===== src/fxe_pkg.sv =====
package fxe_pkg;

  // ***************************************************************
  // Geometry
  // ***************************************************************
  // Bit numbers count from the least significant end (bit 0 is the LSB).
  localparam int unsigned FXE_THREADS = 4;
  localparam int unsigned FXE_PIPES = 4;
  localparam int unsigned FXE_TID_W = 2;
  localparam int unsigned FXE_REG_W = 64;
  localparam int unsigned FXE_HI_W = 20;

  // ***************************************************************
  // Field positions (LSB-0 indices into the 64-bit word)
  // ***************************************************************
  localparam int unsigned FXE_SO_POS = 31;
  localparam int unsigned FXE_OV_POS = 30;
  localparam int unsigned FXE_CA_POS = 29;
  localparam int unsigned FXE_HI_LSB = 0;
  localparam int unsigned FXE_HI_MSB = 19;
  localparam int unsigned FXE_RSV_MID_LSB = 20;
  localparam int unsigned FXE_RSV_MID_MSB = 28;

  // ***************************************************************
  // Masks and reset values
  // ***************************************************************
  // Implemented bits of the count/compare region; the middle of it reads as zero.
  localparam logic [FXE_HI_W-1:0] FXE_HI_MASK = 20'hc007f;
  localparam logic [FXE_HI_W-1:0] FXE_HI_RST = 20'h00000;
  localparam logic [31:0] FXE_UPPER_ZERO = 32'h00000000;
  localparam logic [8:0] FXE_MID_ZERO = 9'h000;
  localparam logic [FXE_REG_W-1:0] FXE_RDATA_RST = 64'h0000000000000000;

endpackage : fxe_pkg


===== src/fxe_exception_reg.sv =====
`timescale 1ns/1ps
`default_nettype none

// How it works
// - Reserved bits, upper half and bits between the carry and the low field, always read back as zero.
// - Summary sets whenever excess becomes one, except software writing summary zero.
// - Summary changes only at completion, software write or restore, never at execution.
// - Summary is unrenamed: one committed and one checkpoint copy per thread.
// - Excess flag written by pipes with recording enabled and by software.
// - Carry flag written by carrying and algebraic-shift ops and by software.
// - Renamed fields held in the architected file, one set per thread.
// - The architected file also holds one checkpoint copy per thread.
// - Results from flushed paths are discarded before commit.
module fxe_exception_reg
  import fxe_pkg::*;
(
  // Clock and reset
  input wire logic clock,
  input wire logic srst,
  // Execution pipe flag results, one lane per pipe
  input wire logic [FXE_PIPES-1:0] ex_valid,
  input wire logic [FXE_PIPES*FXE_TID_W-1:0] ex_thread,
  input wire logic [FXE_PIPES-1:0] ex_ov_en,
  input wire logic [FXE_PIPES-1:0] ex_ov,
  input wire logic [FXE_PIPES-1:0] ex_ca_en,
  input wire logic [FXE_PIPES-1:0] ex_ca,
  // Completion and flush
  input wire logic cmp_valid,
  input wire logic [FXE_TID_W-1:0] cmp_thread,
  input wire logic flush_valid,
  input wire logic [FXE_TID_W-1:0] flush_thread,
  // Software move-to
  input wire logic mt_valid,
  input wire logic [FXE_TID_W-1:0] mt_thread,
  input wire logic [FXE_REG_W-1:0] mt_data,
  // Software move-from
  input wire logic mf_valid,
  input wire logic [FXE_TID_W-1:0] mf_thread,
  output logic mf_rvalid,
  output logic [FXE_REG_W-1:0] mf_rdata,
  // Transactional memory control
  input wire logic tm_begin,
  input wire logic tm_fail,
  input wire logic [FXE_TID_W-1:0] tm_thread
);

  // ***************************************************************
  // State
  // ***************************************************************
  typedef struct packed {
    logic [FXE_THREADS-1:0] pend_ov_en;
    logic [FXE_THREADS-1:0] pend_ov;
    logic [FXE_THREADS-1:0] pend_ca_en;
    logic [FXE_THREADS-1:0] pend_ca;
    logic rvalid;
    logic [FXE_REG_W-1:0] rdata;
  } fxe_top_type;

  fxe_top_type st_ff;
  fxe_top_type nxt_st;

  logic [FXE_THREADS-1:0] w_so;
  logic [FXE_THREADS-1:0] w_ov;
  logic [FXE_THREADS-1:0] w_ca;
  logic [FXE_HI_W-1:0] w_hi [FXE_THREADS];

  // ***************************************************************
  // Per-thread committed state
  // ***************************************************************
  genvar gt;
  generate
    for (gt = 0; gt < FXE_THREADS; gt++) begin : g_thr
      logic sel_cmp;
      logic sel_mt;
      logic sel_tm;
      assign sel_cmp = cmp_valid && (cmp_thread == FXE_TID_W'(gt));
      assign sel_mt = mt_valid && (mt_thread == FXE_TID_W'(gt));
      assign sel_tm = tm_thread == FXE_TID_W'(gt);
      fxe_thread_slot u_slot (
        .clock(clock),
        .srst(srst),
        .commit(sel_cmp),
        .c_ov_en(st_ff.pend_ov_en[gt]),
        .c_ov(st_ff.pend_ov[gt]),
        .c_ca_en(st_ff.pend_ca_en[gt]),
        .c_ca(st_ff.pend_ca[gt]),
        .mt_wr(sel_mt),
        .mt_so(mt_data[FXE_SO_POS]),
        .mt_ov(mt_data[FXE_OV_POS]),
        .mt_ca(mt_data[FXE_CA_POS]),
        .mt_hi(mt_data[FXE_HI_MSB:FXE_HI_LSB]),
        .ckpt(tm_begin && sel_tm),
        .restore(tm_fail && sel_tm),
        .so(w_so[gt]),
        .ov(w_ov[gt]),
        .ca(w_ca[gt]),
        .hi(w_hi[gt])
      );
    end
  endgenerate

  // ***************************************************************
  // Speculative staging, commit and read
  // ***************************************************************
  always_comb begin
    logic [FXE_TID_W-1:0] tid;
    tid = '0;
    nxt_st = st_ff;
    // Completion consumes staged results of its thread.
    if (cmp_valid) begin
      nxt_st.pend_ov_en[cmp_thread] = 1'b0;
      nxt_st.pend_ca_en[cmp_thread] = 1'b0;
    end
    // New execution results are staged; higher pipe wins within a thread.
    for (int p = 0; p < FXE_PIPES; p++) begin
      tid = ex_thread[p*FXE_TID_W +: FXE_TID_W];
      if (ex_valid[p] && ex_ov_en[p]) begin
        nxt_st.pend_ov_en[tid] = 1'b1;
        nxt_st.pend_ov[tid] = ex_ov[p];
      end
      if (ex_valid[p] && ex_ca_en[p]) begin
        nxt_st.pend_ca_en[tid] = 1'b1;
        nxt_st.pend_ca[tid] = ex_ca[p];
      end
    end
    // A flush drops everything staged for that thread, including this cycle's.
    if (flush_valid) begin
      nxt_st.pend_ov_en[flush_thread] = 1'b0;
      nxt_st.pend_ca_en[flush_thread] = 1'b0;
    end
    nxt_st.rvalid = mf_valid;
    nxt_st.rdata = {FXE_UPPER_ZERO, w_so[mf_thread], w_ov[mf_thread], w_ca[mf_thread],
                    FXE_MID_ZERO, w_hi[mf_thread]};
  end

  always_ff @(posedge clock) begin
    if (srst) begin
      st_ff <= '0;
    end else begin
      st_ff <= nxt_st;
    end
  end

  assign mf_rvalid = st_ff.rvalid;
  assign mf_rdata = st_ff.rdata;

  // ***************************************************************
  // Checks
  // ***************************************************************
  property p_rsv_zero;
    @(posedge clock) disable iff (srst)
      mf_rvalid |-> (mf_rdata[FXE_REG_W-1:FXE_SO_POS+1] == FXE_UPPER_ZERO)
                 && (mf_rdata[FXE_RSV_MID_MSB:FXE_RSV_MID_LSB] == FXE_MID_ZERO)
                 && ((mf_rdata[FXE_HI_MSB:FXE_HI_LSB] & ~FXE_HI_MASK) == FXE_HI_RST);
  endproperty
  a_rsv_zero: assert property (p_rsv_zero) else $error("reserved bits read nonzero");

  property p_so_sets;
    @(posedge clock) disable iff (srst)
      (cmp_valid && !mt_valid && !tm_fail && st_ff.pend_ov_en[0] && st_ff.pend_ov[0]
       && cmp_thread == 2'h0) |=> w_so[0] && w_ov[0];
  endproperty
  a_so_sets: assert property (p_so_sets) else $error("summary not set by excess");

  property p_mt_so_zero;
    @(posedge clock) disable iff (srst)
      (mt_valid && mt_thread == 2'h0 && !tm_fail && !mt_data[FXE_SO_POS] && mt_data[FXE_OV_POS])
      |=> !w_so[0] && w_ov[0];
  endproperty
  a_mt_so_zero: assert property (p_mt_so_zero) else $error("write of summary zero not kept");

  property p_no_spec;
    @(posedge clock) disable iff (srst)
      (!cmp_valid && !mt_valid && !tm_fail) |=> $stable(w_so) && $stable(w_ov) && $stable(w_ca);
  endproperty
  a_no_spec: assert property (p_no_spec) else $error("flags changed without completion");

  property p_ca_commit;
    @(posedge clock) disable iff (srst)
      (cmp_valid && cmp_thread == 2'h1 && !mt_valid && !tm_fail && st_ff.pend_ca_en[1])
      |=> w_ca[1] == $past(st_ff.pend_ca[1]);
  endproperty
  a_ca_commit: assert property (p_ca_commit) else $error("carry not committed");

  property p_mf_read;
    @(posedge clock) disable iff (srst)
      (mf_valid && mf_thread == 2'h3 && !cmp_valid && !mt_valid && !tm_fail)
      |=> mf_rvalid && mf_rdata[FXE_OV_POS] == w_ov[3] && mf_rdata[FXE_SO_POS] == w_so[3];
  endproperty
  a_mf_read: assert property (p_mf_read) else $error("read does not show flags");

  property p_flush_drop;
    @(posedge clock) disable iff (srst)
      (flush_valid && flush_thread == 2'h2) |=> !st_ff.pend_ov_en[2] && !st_ff.pend_ca_en[2];
  endproperty
  a_flush_drop: assert property (p_flush_drop) else $error("flushed result survived");

  property p_stage_keep;
    @(posedge clock) disable iff (srst)
      (ex_valid[1] && ex_ov_en[1] && ex_thread[3:2] == 2'h2 && !(ex_valid[2] && ex_ov_en[2])
       && !(ex_valid[3] && ex_ov_en[3]) && !(flush_valid && flush_thread == 2'h2))
      |=> st_ff.pend_ov_en[2] && st_ff.pend_ov[2] == $past(ex_ov[1]);
  endproperty
  a_stage_keep: assert property (p_stage_keep) else $error("excess result not staged");

endmodule : fxe_exception_reg

`default_nettype wire


===== src/fxe_thread_slot.sv =====
`timescale 1ns/1ps
`default_nettype none

// One thread's committed exception state plus its transactional checkpoint.
module fxe_thread_slot
  import fxe_pkg::*;
(
  // Clock and reset
  input wire logic clock,
  input wire logic srst,
  // Commit of completed flag results
  input wire logic commit,
  input wire logic c_ov_en,
  input wire logic c_ov,
  input wire logic c_ca_en,
  input wire logic c_ca,
  // Software move-to write
  input wire logic mt_wr,
  input wire logic mt_so,
  input wire logic mt_ov,
  input wire logic mt_ca,
  input wire logic [FXE_HI_W-1:0] mt_hi,
  // Transactional checkpoint and restore
  input wire logic ckpt,
  input wire logic restore,
  // Working copy
  output logic so,
  output logic ov,
  output logic ca,
  output logic [FXE_HI_W-1:0] hi
);

  typedef struct packed {
    logic so;
    logic ov;
    logic ca;
    logic [FXE_HI_W-1:0] hi;
    logic ck_so;
    logic ck_ov;
    logic ck_ca;
    logic [FXE_HI_W-1:0] ck_hi;
  } fxe_slot_type;

  fxe_slot_type st_ff;
  fxe_slot_type nxt_st;

  always_comb begin
    nxt_st = st_ff;
    if (restore) begin
      nxt_st.so = st_ff.ck_so;
      nxt_st.ov = st_ff.ck_ov;
      nxt_st.ca = st_ff.ck_ca;
      nxt_st.hi = st_ff.ck_hi;
    end else if (mt_wr) begin
      // A software write stores summary as given, even zero with excess one.
      nxt_st.so = mt_so;
      nxt_st.ov = mt_ov;
      nxt_st.ca = mt_ca;
      nxt_st.hi = mt_hi & FXE_HI_MASK;
    end else if (commit) begin
      if (c_ov_en) begin
        nxt_st.ov = c_ov;
        nxt_st.so = st_ff.so | c_ov;
      end
      if (c_ca_en) begin
        nxt_st.ca = c_ca;
      end
    end
    if (ckpt) begin
      nxt_st.ck_so = st_ff.so;
      nxt_st.ck_ov = st_ff.ov;
      nxt_st.ck_ca = st_ff.ca;
      nxt_st.ck_hi = st_ff.hi;
    end
  end

  always_ff @(posedge clock) begin
    if (srst) begin
      st_ff <= '0;
    end else begin
      st_ff <= nxt_st;
    end
  end

  assign so = st_ff.so;
  assign ov = st_ff.ov;
  assign ca = st_ff.ca;
  assign hi = st_ff.hi;

  // ***************************************************************
  // Checks
  // ***************************************************************
  property p_restore_so;
    @(posedge clock) disable iff (srst)
      (restore && !ckpt) |=> (so == $past(st_ff.ck_so)) && (ov == $past(st_ff.ck_ov));
  endproperty
  a_restore_so: assert property (p_restore_so) else $error("restore did not load checkpoint");

  property p_ckpt_hold;
    @(posedge clock) disable iff (srst)
      (!ckpt) |=> $stable(st_ff.ck_so) && $stable(st_ff.ck_ca);
  endproperty
  a_ckpt_hold: assert property (p_ckpt_hold) else $error("checkpoint changed without capture");

endmodule : fxe_thread_slot

`default_nettype wire


===== config.mk =====
export PLATFORM = sky130hd
export DESIGN_NAME = fxe_exception_reg
export DESIGN_NICKNAME = d
export VERILOG_FILES = /design/src/fxe_pkg.sv /design/src/fxe_exception_reg.sv /design/src/fxe_thread_slot.sv
export SDC_FILE = /design/constraint.sdc
export NUM_CORES = 1
export LEC_CHECK = 0
export BUFFER_PORTS_ARGS = -buffer_cell sky130_fd_sc_hd__buf_2
export CELL_PAD_IN_SITES_DETAIL_PLACEMENT = 1
export CELL_PAD_IN_SITES_GLOBAL_PLACEMENT = 2
export CORE_UTILIZATION = 35
export DETAILED_ROUTE_END_ITERATION = 12
export GPL_TIMING_DRIVEN = 0
export PLACE_DENSITY_LB_ADDON = 0.1
export SETUP_SLACK_MARGIN = 0.2
export SLEW_MARGIN = 20
export SYNTH_ARGS = -nofsm -noshare
export SYNTH_HDL_FRONTEND = slang
export SYNTH_SLANG_ARGS = --single-unit

===== constraint.sdc =====
create_clock -name clock -period 2.3 [get_ports clock]
set_input_delay 0.46 -clock clock [delete_from_list [all_inputs] [get_ports clock]]
set_output_delay 0.46 -clock clock [all_outputs]
set_load 0.005 [all_outputs]

==> impl_metrics.json <==
{
  "synthFlopType": "dfxtp_1",
  "layout_common_cells": "nand2_1 (253), dfxtp_1 (224), buf_2 (110), a21oi_1 (110), nor2_1 (94)",
  "start_util_pct": 35.9,
  "hold_path_class": "in2reg",
  "crit_start": "srst",
  "final-setup-viol-count": 0,
  "hold_viol_final": 0,
  "hold_start": "mf_valid",
  "tritoncts": "built",
  "coreArea_sq_um": 27100,
  "grt_first_pass_wirelength_mm": 52.7,
  "arrival_ns": 2.23,
  "detail-route-antenna-nets": 0,
  "synth_edf_count": 0,
  "cts_resized": 0,
  "die_height_um": 169,
  "cts_inserted_buffers": 27,
  "cts-root-buf": "clkbuf_16",
  "p_sw_uw": 2250,
  "io_pins": 175,
  "clk-insertion-delay-late_ns": 0.53,
  "dr_wl_met3_mm": 2.00,
  "fin_crit_ns": 1.85,
  "grt_pass1_vias": 8808,
  "worst_slack_ns": 0.448,
  "worst_slew_pin_slew_ns": 0.870,
  "antenna_cells": 0,
  "crit_path_end_kind": "flip-flop",
  "holdBufCountCts": 0,
  "crit_path_max_fanout": 10,
  "crit_required_ns": 2.68,
  "ys_seq_area_share_pct": 46.1,
  "fmax_ghz": 0.540,
  "clockBufferDepth": 3,
  "syn_avg_cell_area_sq_um": 8.73,
  "num_vias": 8804,
  "drv_slew": 0,
  "netSwitchingFraction_pct": 24.9,
  "dr.pass1.iters": 5,
  "synth_top_area_share_pct": 46.1,
  "ys_types": 56,
  "htreeDepth": 1,
  "final_nets": 1368,
  "finalClockSkew_ns": 0.00995,
  "p_per_area_nw_per_um2": 779,
  "final_common_cell": "nand2_1",
  "crit_type": "in2reg",
  "status": "finished clean",
  "final_area_sq_um": 11600,
  "synth_area_leaders": "dfxtp_1 (46%), nand2_1 (9.8%), a21oi_1 (5.7%)",
  "timing.final.crit_share_pct": 80.5,
  "wl_per_cell_um": 20.8,
  "dieArea_sq_um": 28500,
  "drive_above_1_share_pct": 18.6,
  "drc": 0,
  "cts_setup_buffers": 0,
  "dpl.hpwl_mm": 24.9,
  "synthArstFlopShare_pct": 0,
  "cellLeakagePower_uw": 0.00447,
  "yosys_warnings": 0,
  "drt-met1-wl_mm": 15.2,
  "drt_iter0_drc": 527,
  "maxSlewHeadroom_pct": 42.0,
  "wl_mm": 34.3,
  "die_w_um": 169,
  "ys_ff_latch": 224,
  "dpl_worst_slack_ns": -0.123,
  "p_seq_share_pct": 45.0,
  "overflow": 0,
  "ir_drop_uv": 542,
  "p_int_uw": 6770,
  "vias_per_cell": 5.34,
  "grt.total_usage_pct": 24.4,
  "combinationalPowerShare_pct": 9.1,
  "rsz0062_at_grt": "no",
  "cp-start-kind": "input pin",
  "syn2layout_area_growth_pct": 19.0,
  "syn_inst": 1114,
  "port_buffers": 75,
  "synth_top_area_cell": "dfxtp_1",
  "r2r_start": "st_ff[80]",
  "cts_num_sinks": 224,
  "fin_hold_ws_ns": 0.141,
  "grt_max_degree": 14,
  "top_layer": "met4",
  "drv_cap": 0,
  "nFillCells": 3233,
  "placed_area_sq_um": 10700,
  "syn_area_sq_um": 9720,
  "clk_pin_slew_ns": 0.05,
  "place_congestion": 0.787,
  "clockPowerShare_pct": 45.9,
  "antenna_found_initial": 0,
  "rows": 60,
  "wl_met2_mm": 16.2
}
[metrics by stage]
| step | instances | TNS (ns) | utilization, % | total power [uW] |
|---|---|---|---|---|
| 2_1_floorplan | 1154 | 0 | - | 4600 |
| 3_3_place_gp | 1601 | -0.899 | 39.5 | 4940 |
| 3_5_place_dp | 1601 | -1.16 | 39.5 | 4950 |
| 4_1_cts | 1648 | 0 | 42.7 | 9090 |
| 5_1_grt | 1648 | 0 | 42.7 | 9350 |
| 6_report | 1648 | 0 | 42.7 | 9020 |
[power groups by stage]
| stage | registers (uW) | clock network, uW | logic (uW) |
|---|---|---|---|
| final | 4060 | 4140 | 818 |
| after CTS | 4060 | 4220 | 817 |
| after global placement | 4140 | 0 | 806 |
| after detailed placement | 4140 | 0 | 814 |
| after global routing | 4060 | 4400 | 887 |
| after floorplan | 4110 | 0 | 492 |
[per-layer routing]
layer	track usage, %	up-vias
li1	-	4116
met1	32.6	4374
met2	41.4	260
met3	2.55	54
met4	7.27	0
met5	0	-
[cell families (layout without fill, tap and decap cells)]
group,after synthesis,in the layout,share of synthesized area [%]
flops,224,224,46.1
compound gates,251,251,16.7
other cells,1,41,0.0386
mux,43,43,7.39
buf+inv,135,257,7.57
simple gates,460,460,22.2
[worst max-delay path, cell delays in order]
cell      delay [ns]
clkbuf_1        0.33
clkbuf_1        0.70
clkbuf_1        0.64
a21oi_1         0.09
[path summary, 6_finish.rpt]
kind	to	slack [ns]	depth (start not counted)
setup / recovery	g_thr[0].u_slot.st_ff[12]	0.45	4
hold / removal	mf_rvalid	0.14	2
setup reg to reg	g_thr[3].u_slot.ov	0.97	4
hold reg to reg	g_thr[1].u_slot.st_ff[22]	0.46	2
[sequential cells by signal, indices dropped and copies added, names as in the netlist]
signal / count
g_thr.u_slot.st_ff: 92
g_thr.u_slot.hi: 80
mf_rdata: 23
st_ff: 16
g_thr.u_slot.ca: 4
g_thr.u_slot.ov: 4
g_thr.u_slot.so: 4
mf_rvalid: 1
[cell usage after synthesis (2+ instances only)]
cell / number
a32o_1: 2
or3b_2: 2
nand3b_1: 6
and2_1: 24
a311oi_1: 28
a21oi_1: 110
a31o_2: 3
o311a_1: 3
nand3_1: 7
buf_4: 46
inv_1: 9
nand4bb_1: 4
a2111oi_0: 3
nor3_1: 5
and4bb_2: 2
o211ai_1: 2
a211o_1: 3
a22oi_1: 44
o31ai_1: 2
nor2b_1: 2
nor2_1: 94
nand2b_1: 3
and3b_1: 5
o22ai_1: 3
a31oi_1: 4
clkbuf_1: 43
nor3b_4: 2
and4b_1: 4
dfxtp_1: 224
nor3b_2: 2
buf_2: 35
nand4_1: 11
and3b_2: 2
a211oi_1: 16
o21ai_0: 17
nand2_1: 253
a21o_1: 6
mux2i_1: 20
and3_1: 10
nor4_1: 2
a21boi_0: 2
nand4b_1: 13
mux4_2: 23
[final cells by class]
class,instances,area [sq um],area share (%)
Timing Repair Buffer,75,375,3.24
Clock buffer,42,802,6.93
Multi-Input combinational cell,795,4650,40.2
Clock inverter,5,57.6,0.497
Inverter,9,33.8,0.292
Buffer,126,702,6.06
Tap cell,372,465,4.02
Sequential cell,224,4480,38.7
No activity file was read; power rests on OpenSTA's default activity.
